===== src/inc/tca_pkg.sv =====
// Purpose: Shared constants for the thermopile conversion averager
// Assumes: 10 MHz system clock, converter results arrive on the same clock
// Notes: Times are kept in their own unit; cycle counts derive from them
package tca_pkg;

  // Clock and conversion timing
  localparam int unsigned CLK_HZ = 10_000_000;
  localparam int unsigned CONV_MS = 250;
  localparam int unsigned CONV_CYC = CONV_MS * (CLK_HZ / 1000);
  localparam int unsigned STBY_MS = 1000;
  localparam int unsigned STBY_CYC = STBY_MS * (CLK_HZ / 1000);
  localparam int unsigned TIMER_W = 24;

  // Sample and result widths
  localparam int unsigned DIE_W = 14;
  localparam int unsigned TP_W = 18;
  localparam int unsigned ACC_GROW = 4;
  localparam int unsigned RES_W = 16;
  localparam int unsigned CNT_W = 5;

  // Averaging select field
  localparam logic [2:0] SEL_RESET = 3'h2;
  localparam logic [2:0] SEL_LP_FIRST = 3'h5;

  // Register indices on the read port
  localparam logic [7:0] ADDR_TP_RESULT = 8'h00;
  localparam logic [7:0] ADDR_DIE_RESULT = 8'h01;
  localparam logic [7:0] ADDR_AVG_SEL = 8'h02;

  // Saturation limits of the thermopile result
  localparam logic [15:0] TP_MAX = 16'h7FFF;
  localparam logic [15:0] TP_MIN = 16'h8000;

  // Sequencer states
  typedef enum logic [2:0] {
    ST_IDLE = 3'b001,
    ST_CONV = 3'b010,
    ST_STBY = 3'b100
  } tca_state_t;

endpackage


===== src/logic/tca_accum.sv =====
// Purpose: Signed sample accumulator for one converter channel
// Assumes: Clear and add may coincide; the sample of that cycle is counted
// Notes: Total includes the current sample so a group can close on it
module tca_accum #(
  parameter int unsigned SW = 14,
  parameter int unsigned AW = 18
) (
  // Clock and reset
  input wire logic clock,
  input wire logic reset,
  // Control
  input wire logic clear,
  input wire logic add,
  input wire logic [SW-1:0] sample,
  // Result
  output logic [AW-1:0] total
);

  logic [AW-1:0] sum_q;
  logic [AW-1:0] sum_d;
  logic [AW-1:0] ext;

  // Sign extend and add the sample of this cycle
  always_comb begin
    ext = {{(AW-SW){sample[SW-1]}}, sample};
    total = add ? AW'(sum_q + ext) : sum_q;
    sum_d = clear ? '0 : total;
  end

  // Register the running sum
  always_ff @(posedge clock) begin
    if (reset) begin
      sum_q <= '0;
    end else begin
      sum_q <= sum_d;
    end
  end

endmodule


===== src/logic/tca_core.sv =====
// Purpose: Conversion sequencer and averager of a thermopile sensor
// Assumes: Converter strobes come from logic on this clock, no synchroniser
// Notes: Long counts are parameters so a simulation can shorten them
// Operation
// Each cycle takes a die and thermopile sample
// Select field sets number of averaged samples
// Select field resets to four per second
// Die result loads mean after Nth sample
// Thermopile result loads mean after Nth sample
// Low-power settings insert standby before next group
// Thermopile result readable at address zero
// Thermopile result saturates at 16-bit limits
// Die result left-justified 14 bits, zeros below
// Changing select restarts accumulation cleanly
module tca_core #(
  parameter int unsigned CONV_CYCLES = tca_pkg::CONV_CYC,
  parameter int unsigned STBY_CYCLES = tca_pkg::STBY_CYC
) (
  // Clock and reset
  input wire logic clock,
  input wire logic reset,
  // Averaging configuration
  input wire logic cfg_wr,
  input wire logic [2:0] cfg_sel,
  // Converter interface
  output logic conv_start,
  input wire logic die_valid,
  input wire logic [tca_pkg::DIE_W-1:0] die_sample,
  input wire logic tp_valid,
  input wire logic [tca_pkg::TP_W-1:0] tp_sample,
  // Register read port
  input wire logic rd_en,
  input wire logic [7:0] rd_addr,
  output logic [15:0] rd_data,
  // Results
  output logic [15:0] tp_result,
  output logic [15:0] die_result,
  output logic [2:0] averaging_select
);

  localparam int unsigned DAW = tca_pkg::DIE_W + tca_pkg::ACC_GROW;
  localparam int unsigned TAW = tca_pkg::TP_W + tca_pkg::ACC_GROW;
  localparam logic [tca_pkg::TIMER_W-1:0] CONV_LAST = tca_pkg::TIMER_W'(CONV_CYCLES - 1);
  localparam logic [tca_pkg::TIMER_W-1:0] STBY_LAST = tca_pkg::TIMER_W'(STBY_CYCLES - 1);

  tca_pkg::tca_state_t state_q, state_d;
  logic [tca_pkg::TIMER_W-1:0] timer_q, timer_d;
  logic [tca_pkg::CNT_W-1:0] cnt_q, cnt_d;
  logic [2:0] sel_q, sel_d;
  logic start_q, start_d;
  logic [15:0] tp_q, tp_d, die_q, die_d, rd_q, rd_d;
  logic low_power, sel_change, tick_end, pub, acc_clear, in_conv;
  logic [2:0] shift;
  logic [tca_pkg::CNT_W-1:0] n_m1;
  logic [DAW-1:0] die_total, die_mean;
  logic [TAW-1:0] tp_total, tp_mean;

  // Both channels accumulate only while converting
  assign in_conv = (state_q == tca_pkg::ST_CONV);
  assign acc_clear = pub | sel_change;

  tca_accum #(.SW(tca_pkg::DIE_W), .AW(DAW)) u_die_acc (
    .clock(clock),
    .reset(reset),
    .clear(acc_clear),
    .add(die_valid & in_conv),
    .sample(die_sample),
    .total(die_total)
  );

  tca_accum #(.SW(tca_pkg::TP_W), .AW(TAW)) u_tp_acc (
    .clock(clock),
    .reset(reset),
    .clear(acc_clear),
    .add(tp_valid & in_conv),
    .sample(tp_sample),
    .total(tp_total)
  );

  // Decode the averaging count and group boundaries
  always_comb begin
    low_power = (sel_q >= tca_pkg::SEL_LP_FIRST);
    shift = low_power ? 3'(sel_q - tca_pkg::SEL_LP_FIRST) : sel_q;
    n_m1 = tca_pkg::CNT_W'((32'h1 << shift) - 32'h1);
    sel_change = cfg_wr && (cfg_sel != sel_q);
    tick_end = in_conv && (timer_q == CONV_LAST);
    pub = tick_end && (cnt_q == n_m1) && !sel_change;
    // Power of two count, so the mean is an arithmetic shift
    die_mean = DAW'($signed(die_total) >>> shift);
    tp_mean = TAW'($signed(tp_total) >>> shift);
  end

  // Sequencer next state
  always_comb begin
    state_d = state_q;
    timer_d = timer_q;
    cnt_d = cnt_q;
    start_d = 1'b0;
    case (state_q)
      tca_pkg::ST_IDLE: begin
        state_d = tca_pkg::ST_CONV;
        timer_d = '0;
        start_d = 1'b1;
      end
      tca_pkg::ST_CONV: begin
        if (tick_end) begin
          timer_d = '0;
          if (pub) begin
            cnt_d = '0;
            if (low_power) begin
              state_d = tca_pkg::ST_STBY;
            end else begin
              start_d = 1'b1;
            end
          end else begin
            cnt_d = tca_pkg::CNT_W'(cnt_q + 1'b1);
            start_d = 1'b1;
          end
        end else begin
          timer_d = tca_pkg::TIMER_W'(timer_q + 1'b1);
        end
      end
      tca_pkg::ST_STBY: begin
        if (timer_q == STBY_LAST) begin
          state_d = tca_pkg::ST_CONV;
          timer_d = '0;
          start_d = 1'b1;
        end else begin
          timer_d = tca_pkg::TIMER_W'(timer_q + 1'b1);
        end
      end
      default: begin
        state_d = tca_pkg::ST_IDLE;
        timer_d = '0;
        cnt_d = '0;
      end
    endcase
    // A new setting discards the partial group and starts afresh
    if (sel_change) begin
      state_d = tca_pkg::ST_CONV;
      timer_d = '0;
      cnt_d = '0;
      start_d = 1'b1;
    end
  end

  // Configuration, results and read data
  always_comb begin
    sel_d = cfg_wr ? cfg_sel : sel_q;
    tp_d = tp_q;
    die_d = die_q;
    if (pub) begin
      // Clip rather than wrap, so a hot object never reads as cold
      if ($signed(tp_mean) > $signed(TAW'($signed(tca_pkg::TP_MAX)))) begin
        tp_d = tca_pkg::TP_MAX;
      end else if ($signed(tp_mean) < $signed({{(TAW-16){1'b1}}, tca_pkg::TP_MIN})) begin
        tp_d = tca_pkg::TP_MIN;
      end else begin
        tp_d = tp_mean[15:0];
      end
      die_d = {die_mean[tca_pkg::DIE_W-1:0], 2'b00};
    end
    rd_d = rd_q;
    if (rd_en) begin
      case (rd_addr)
        tca_pkg::ADDR_TP_RESULT: rd_d = tp_q;
        tca_pkg::ADDR_DIE_RESULT: rd_d = die_q;
        tca_pkg::ADDR_AVG_SEL: rd_d = {13'h0000, sel_q};
        default: rd_d = 16'h0000;
      endcase
    end
  end

  // Register all state
  always_ff @(posedge clock) begin
    if (reset) begin
      state_q <= tca_pkg::ST_IDLE;
      timer_q <= '0;
      cnt_q <= '0;
      start_q <= 1'b0;
      sel_q <= tca_pkg::SEL_RESET;
      tp_q <= 16'h0000;
      die_q <= 16'h0000;
      rd_q <= 16'h0000;
    end else begin
      state_q <= state_d;
      timer_q <= timer_d;
      cnt_q <= cnt_d;
      start_q <= start_d;
      sel_q <= sel_d;
      tp_q <= tp_d;
      die_q <= die_d;
      rd_q <= rd_d;
    end
  end

  assign conv_start = start_q;
  assign rd_data = rd_q;
  assign tp_result = tp_q;
  assign die_result = die_q;
  assign averaging_select = sel_q;

  // Checks on the sequencer and result path
  AST_RST_SEL: assert property (@(posedge clock) reset |=> (sel_q == 3'h2))
    else $error("select not at four per second after reset");

  // Group size rebuilt from the select field, not from the decode above
  AST_PUB_COUNT: assert property (@(posedge clock) disable iff (reset)
    pub |-> tick_end && (cnt_q == ((sel_q >= 3'h5) ? (5'h01 << (sel_q - 3'h5)) : (5'h01 << sel_q)) - 5'h01))
    else $error("publish before the Nth sample");

  AST_DIE_HOLD: assert property (@(posedge clock) disable iff (reset)
    !pub |=> $stable(die_q))
    else $error("die result moved outside a group end");

  AST_TP_HOLD: assert property (@(posedge clock) disable iff (reset)
    !pub |=> $stable(tp_q))
    else $error("thermopile result moved outside a group end");

  AST_DIE_LSB: assert property (@(posedge clock) disable iff (reset)
    die_q[1:0] == 2'b00)
    else $error("die result low bits not zero");

  AST_TP_SAT_HI: assert property (@(posedge clock) disable iff (reset)
    pub && ($signed(tp_mean) > $signed(TAW'(32767))) |=> (tp_q == 16'h7FFF))
    else $error("thermopile result did not clip high");

  AST_TP_SAT_LO: assert property (@(posedge clock) disable iff (reset)
    pub && ($signed(tp_mean) < -32'sd32768) |=> (tp_q == 16'h8000))
    else $error("thermopile result did not clip low");

  AST_RD_ZERO: assert property (@(posedge clock) disable iff (reset)
    rd_en && (rd_addr == 8'h00) |=> (rd_q == $past(tp_q)))
    else $error("address zero does not return thermopile result");

  AST_RESTART: assert property (@(posedge clock) disable iff (reset)
    sel_change |=> (cnt_q == 5'h00) && (timer_q == 24'h000000) && in_conv && start_q)
    else $error("setting change did not restart the group");

  AST_STBY: assert property (@(posedge clock) disable iff (reset)
    pub && low_power |=> (state_q == tca_pkg::ST_STBY) && !start_q)
    else $error("low-power setting skipped standby");

  AST_START: assert property (@(posedge clock) disable iff (reset)
    start_q |-> in_conv && (timer_q == 24'h000000) ##1 (!start_q || $past(sel_change)))
    else $error("conversion start not a single pulse at cycle start");

endmodule

===== config.mk =====
export PLATFORM = sky130hd
export DESIGN_NAME = tca_core
export DESIGN_NICKNAME = d
export VERILOG_FILES = /design/src/inc/tca_pkg.sv /design/src/logic/tca_accum.sv /design/src/logic/tca_core.sv
export SDC_FILE = /design/constraint.sdc
export NUM_CORES = 1
export LEC_CHECK = 0
export BUFFER_PORTS_ARGS = -buffer_cell sky130_fd_sc_hd__clkbuf_2
export CELL_PAD_IN_SITES_DETAIL_PLACEMENT = 1
export CELL_PAD_IN_SITES_GLOBAL_PLACEMENT = 2
export CORE_MARGIN = 10
export CORE_UTILIZATION = 35
export CTS_CLUSTER_SIZE = 40
export DETAILED_ROUTE_END_ITERATION = 12
export GPL_TIMING_DRIVEN = 0
export PLACE_DENSITY = 0.85
export SLEW_MARGIN = 30
export SYNTH_ARGS = -nofsm -noshare
export SYNTH_HDL_FRONTEND = slang
export SYNTH_SLANG_ARGS = --single-unit

===== constraint.sdc =====
create_clock -name clock -period 4.6 [get_ports clock]
set_input_delay 0.46 -clock clock [delete_from_list [all_inputs] [get_ports clock]]
set_output_delay 0.46 -clock clock [all_outputs]
set_load 0.005 [all_outputs]

# Yosys cells after proc, flatten, opt, wreduce, memory -nomap -nowiden

Cells that the tools add are included.

Bits in registers: 122
Bits of input ports: 49
Output and inout bits: 52
Logic and storage cells: 80

Add/sub/neg operators: 6
Magnitude comparators: 3
Eq/ne operators: 17
Shifts and indexed selects: 3
Multiplexer cells: 24
Bitwise gates (word level): 4
Reductions and logical operators: 12

Operators by type and width:

| operator                                                         | count |
|---|---|
| two-way mux 24 bit                                               | 2 |
| case mux 16 bit (3 select lines)                                 | 1 |
| case mux 24 bit (2 select lines)                                 | 1 |
| two-way mux 16 bit                                               | 2 |
| adder 24 x 1 -> 24 bit (second input constant)                   | 1 |
| == test 24 x 22 -> 1 bit (second input constant)                 | 1 |
| == test 24 bit (second input constant)                           | 1 |
| adder 22 bit                                                     | 1 |
| greater-than comparator 22 x 16 -> 1 bit (second input constant) | 1 |
| < comparator 22 x 16 -> 1 bit (second input constant)            | 1 |
| two-way mux 22 bit                                               | 1 |
| >>> shifter 22 x 3 -> 22 bit                                     | 1 |
| adder 18 bit                                                     | 1 |
| two-way mux 18 bit                                               | 1 |
| >>> shifter 18 x 3 -> 14 bit                                     | 1 |
| two-way mux 3 bit                                                | 5 |
| != test 3 bit (second input constant)                            | 4 |
| two-way mux 5 bit                                                | 2 |
| case mux 5 bit (2 select lines)                                  | 1 |
| case mux 3 bit (3 select lines)                                  | 1 |
| == test 8 x 1 -> 1 bit (second input constant)                   | 1 |
| == test 8 x 2 -> 1 bit (second input constant)                   | 1 |
| zero test 8 bit                                                  | 1 |
| != test 2 bit (second input constant)                            | 4 |
| 21 further kinds                                                 | 32 |

# Logic depth before layout (Yosys ltp)

Word-level depth: 11
Mapped depth: 20
Depth with buffers taken out: 16

# Modules after synthesis

Synthesis repeated with hierarchy kept, for this count alone.

Cells, all modules: 1,059
Area total of the unflattened synthesis: 8,862.2 sq um

By module, submodules not included:

| module                 | times used | cells an instance | area each (sq um) | sequential area each (sq um) |
|---|---|---|---|---|
| tca_core               | 1          | 607               | 5,233.8           | 1,641.6 |
| tca_accum at u_tp_acc  | 1          | 247               | 1,996.9           | 440.4 |
| tca_accum at u_die_acc | 1          | 205               | 1,631.6           | 360.3 |

# Least setup slack after synthesis

OpenSTA, ideal clock, no wires.

Path kind: register to register
Start: reg sel_q[1], in the netlist averaging_select[1]
End: reg tp_q[7], in the netlist tp_result[7]
Library setup time: 121 ps
Arrival: 4,181 ps
Data required time: 4,479 ps
Setup slack: 298 ps
Cell stages (with the launch flop): 19
Path buffers: 3
Clock period less this slack: 4,302 ps
Path through: dfxtp_1 buf_2 inv_1 ha_1 nor2_1 o21a_1 clkbuf_1 buf_1 nor2_1 nand2_1 ha_1 a21boi_1 or4_4 a221o_1 nand2b_4 a2111oi_4 o2111ai_2 a221oi_2 nor3_1

Longest elaborated chain between the ends: 7
Elaborated cells on any way between the ends: 16
Those cells by class: add/sub (2); order compare (3); eq/ne (2); shift (2); mux (3); reduce/logical (4)

Ends and longest elaborated chain:

| what                                                                  | RTL line        | source |
|---|---|---|
| start, declared                                                       | tca_core.sv:49  | `logic [2:0] sel_q, sel_d;` |
| start signal, assigned                                                | tca_core.sv:181 | `sel_q <= tca_pkg::SEL_RESET;` |
| start signal, assigned                                                | tca_core.sv:190 | `sel_q <= sel_d;` |
| branches (longest 7 deep; another with < comparator 22 x 16 -> 1 bit) | -               |  |
| end signal, assigned                                                  | tca_core.sv:191 | `tp_q <= tp_d;` |
| end, declared                                                         | tca_core.sv:51  | `logic [15:0] tp_q, tp_d, die_q, die_d, rd_q, rd_d;` |

Several ways; the timed one is not identified.
A chain may end at the register's enable or synchronous reset.

# Worst setup path in the final report

Start: reg sel_q[1], in the netlist averaging_select[1]
End: reg die_q[4], in the netlist die_result[4]

Longest elaborated chain between the ends: 7
Elaborated cells on any way between the ends: 12
Those cells by class: add/sub (2); order compare (1); eq/ne (2); shift (2); mux (1); reduce/logical (4)

Ends and longest elaborated chain:

| what                                                                  | RTL line                       | source |
|---|---|---|
| subtractor 3 bit or greater-or-equal comparator 3 bit (tied branches) | tca_core.sv:83, tca_core.sv:82 |  |
| two-way mux 3 bit                                                     | tca_core.sv:83                 | `shift = low_power ? 3'(sel_q - tca_pkg::SEL_LP_FIRST) : sel_q;` |
| << shifter 1 x 3 -> 5 bit                                             | tca_core.sv:84                 | `n_m1 = tca_pkg::CNT_W'((32'h1 << shift) - 32'h1);` |
| subtractor 5 x 1 -> 5 bit                                             | tca_core.sv:84                 |  |
| == test 5 bit                                                         | tca_core.sv:87                 | `pub = tick_end && (cnt_q == n_m1) && !sel_change;` |
| logical AND 1 bit (2 in series)                                       | tca_core.sv:87                 |  |
| end signal, assigned                                                  | tca_core.sv:192                | `die_q <= die_d;` |
| end, declared                                                         | tca_core.sv:51                 |  |

Parallel ways exist; a longest one is shown, timed or not.

==> impl_metrics.ini <==
[status]
status = complete, no violations

[clock_network]
path_clk_slew_ns = 0.06
numCtsBuffers = 17
cts_tree = done
clockBufferDepth = 2
postCtsHoldBufs = 0
worst_skew_pair.late_latency_ns = 0.43
htreeDepth = 4
cts.sinks = 122
cts_root_buf = clkbuf_16

[critical_path]
setup.worst_path.start_class = flip-flop
ff2ff_setup_slack_ns = 0.21
crit_cells = 18
cp_max_fo = 10
arrival_ns = 4.76
r2r_cells = 18
timing.critical_path.cells = buf_4 > inv_1 > ha_2 > nor2_1 > o21a_1 > clkbuf_4 > buf_4 > nor2_4 > nand2_1 > ha_1 > nor3b_1 > or4_4 > a221o_2 > nor2_1 > buf_2 > nand2_2 > a211oi_1 > a31o_2
critPathSlowestCell = or4_4
r2r_end = die_result[4]
cp-end-kind = flip-flop
max_stage_delay_ns = 0.45
reg2reg_from = averaging_select[1]
cp.required_ns = 4.98
path_class = reg -> reg
critPathBufInv = 5
path_delay_family = simple AND/OR/NAND/NOR gates

[yosys]
synth_seq_area_share = 0.280
synth_ff_type = dfxtp_1
synth_warnings = 0
syn_inst = 1118
syn_avg_cell_area_sq_um = 7.79
ys_top_cells_by_area = dfxtp_1, nor2_1, ha_1
synth_top_area_share = 0.280
ys_async_sr_fraction = 0
synth_area_sq_um = 8710
ys_ff_latch = 122
ys_types = 87
synth_edf_count = 0
synth_area_leader_cell = dfxtp_1

[placed_design]
gp_congestion = 0.887
dp_cells = 1538
preCtsSetupSlack_ns = -0.773
io_buffer_count = 95
dpl_cell_area_sq_um = 9600
hpwlAfterDp_um = 24400

[layout]
num-fill-cells = 3045
seqCellArea_sq_um = 2440
areaGrowthSynthToFinish_pct = 18.6
final_cells = 1576
multi_input_area_sq_um = 6030
fin_area_sq_um = 10300
drive_above_1_share = 0.156
diodes = 0
final_nets = 1333

[drt]
ant_nets = 0
wl_met2_um = 15200
vias_per_cell = 5.66
dr.pass1.iters = 5
initialDrtViolationCount = 448
wl_met1_um = 14100
wl_met3_um = 964
drt-total-wl_um = 30700
routed.top_layer = met4
wl_per_cell_um = 19.5
drc_errors = 0
vias = 8924

[power_and_ir_drop]
leakage_nw = 4.10
irDropWorstVdd_mv = 0.233
combPwrFrac = 0.171
p_per_area_nw_per_um2 = 286
p_sw_frac = 0.305
p_clk_frac = 0.464
p_int_mw = 2.06
switchingPower_uw = 902
seqPwrFrac = 0.365
totalPowerFinal_mw = 2.96

[worst_hold_path]
holdCritPathClass = in -> reg
min_from = cfg_sel[1]
min_path_cells = 3
worst_hold_path.endpoint = averaging_select[1]

[floorplanning]
die-area_sq_um = 31600
die_h_um = 178
pin_count = 101
rows = 57
start_util = 0.357
core_sq_um = 24400
die_width_um = 178

[sta]
finalMaxSlewViolations = 0
max-slew-margin-rel = 0.377
setup_ws_ns = 0.215
setup_viol = 0
layout_min_cycle_time_ns = 4.39
rsz0062_at_grt = no
finClkSkew_ns = 0.0130
tns_ns = 0
finalHoldViolations = 0
worst_slew_pin_slew_ns = 0.930
final.period_utilization = 0.953
fmax_ghz = 0.228

[grt]
track_usage = 0.190
antenna_found_initial = 0
grt_pass1_vias = 9127
grt_max_degree = 17
grt_pass1_wl_um = 48500
grt_overflow_total = 0

[run]
maxCapViolCount = 0
[worst min-delay path, delay by kind of cell]
family	cells	cell delay [ns]
buffers and inverters	1	0.10
AOI/OAI and AO/OA	1	0.07
and+or+nand+nor	1	0.05
[metal layers]
metal	up-vias	global-route usage
li1	4356	-
met1	4385	0.233
met2	145	0.336
met3	38	0.0314
met4	0	0.0462
met5	-	0
[state kept, by name (all words and copies together), names as in the netlist]
register / count
die_result: 14
u_die_acc.sum_q: 18
cnt_q: 5
averaging_select: 3
u_tp_acc.sum_q: 22
state_q: 3
rd_data: 16
conv_start: 1
timer_q: 24
tp_result: 16
[through the flow]
stage               hold slack, ns  utilization
detailed placement           0.446        0.393
CTS                          0.289        0.421
global placement             0.431        0.393
global route                 0.326        0.424
floorplan                    0.418            -
finish                       0.303        0.424
[cell families after synthesis]
family | Yosys count | synth area share
other | 1 | 0.000430
AO/OA/AOI/OAI | 320 | 0.257
AND/OR/NAND/NOR | 451 | 0.246
buffers and inverters | 80 | 0.0372
adder cells (fa/ha/maj) | 45 | 0.0664
multiplexers | 51 | 0.0646
XOR/XNOR | 48 | 0.0483
flip-flops | 122 | 0.280
[power groups by stage]
stage	clock network, mW	logic [mW]	registers, mW
finish	1.37	0.507	1.08
global route	1.45	0.557	1.08
CTS	1.40	0.500	1.08
detailed placement	0	0.491	1.10
global placement	0	0.485	1.10
floorplan	0	0.339	1.10
[repair_timing]
action | in CTS | in global routing
setup buffers | 2 | 4
gates cloned | 0 | 0
gates resized for setup | 16 | 11
pin swaps | 2 | 3
setup endpoints to repair | 68 | 34
[cell usage in the layout, fill, tap and decap left out, types with 12 or more instances in the layout]
cell type,n
mux2_2,12
a22o_1,14
a211oi_1,23
clkbuf_16,17
nand3_1,29
mux2i_1,36
o21a_1,16
clkbuf_2,97
o31ai_1,12
nor2b_1,19
and3_1,18
ha_1,42
nor2_1,168
nand2_1,101
dfxtp_1,122
o21ai_0,51
xor2_1,25
o211ai_1,14
inv_1,18
a21o_1,12
a21oi_1,78
nor3_1,30
clkbuf_1,42
xnor2_1,22
nand4_1,18
[worst max-delay path by stage]
| stage | from | endpoint | slack, ns |
|---|---|---|---|
| after floorplan | averaging_select[1] | tp_result[7] | 0.30 |
| after global placement | averaging_select[1] | tp_result[7] | -0.73 |
| after detailed placement | averaging_select[1] | tp_result[7] | -0.77 |
| after CTS | averaging_select[1] | tp_result[7] | 0.07 |
| after global routing | state_q[2] | tp_result[12] | 0.01 |
| final | averaging_select[1] | die_result[4] | 0.21 |
[cells in the mapped netlist, types with 8 or more instances]
| cell | n |
|---|---|
| xnor2_1 | 22 |
| nor3_1 | 31 |
| mux2_2 | 12 |
| dfxtp_1 | 122 |
| ha_1 | 43 |
| inv_1 | 18 |
| mux2i_1 | 36 |
| nand2_1 | 102 |
| nor3b_1 | 8 |
| o21ai_0 | 53 |
| a21oi_1 | 78 |
| xor2_1 | 26 |
| nand4_1 | 18 |
| a22o_1 | 14 |
| nand3_1 | 29 |
| and3_1 | 18 |
| nor2_1 | 169 |
| o21a_1 | 16 |
| nor2b_1 | 19 |
| clkbuf_1 | 45 |
| o31ai_1 | 12 |
| a211oi_1 | 24 |
| a21o_1 | 12 |
| a31oi_1 | 9 |
| nand2b_1 | 11 |
| o211ai_1 | 14 |
[cell type report]
| type | instances | area share |
|---|---|---|
| clock buffer | 18 | 0.0415 |
| multi-input combinational | 917 | 0.583 |
| buffer | 62 | 0.0264 |
| sequential | 122 | 0.236 |
| tap | 324 | 0.0392 |
| clock inverter | 14 | 0.0161 |
| timing repair buffer | 101 | 0.0504 |
| inverter | 18 | 0.00654 |
(Power assumes the default switching activity.)
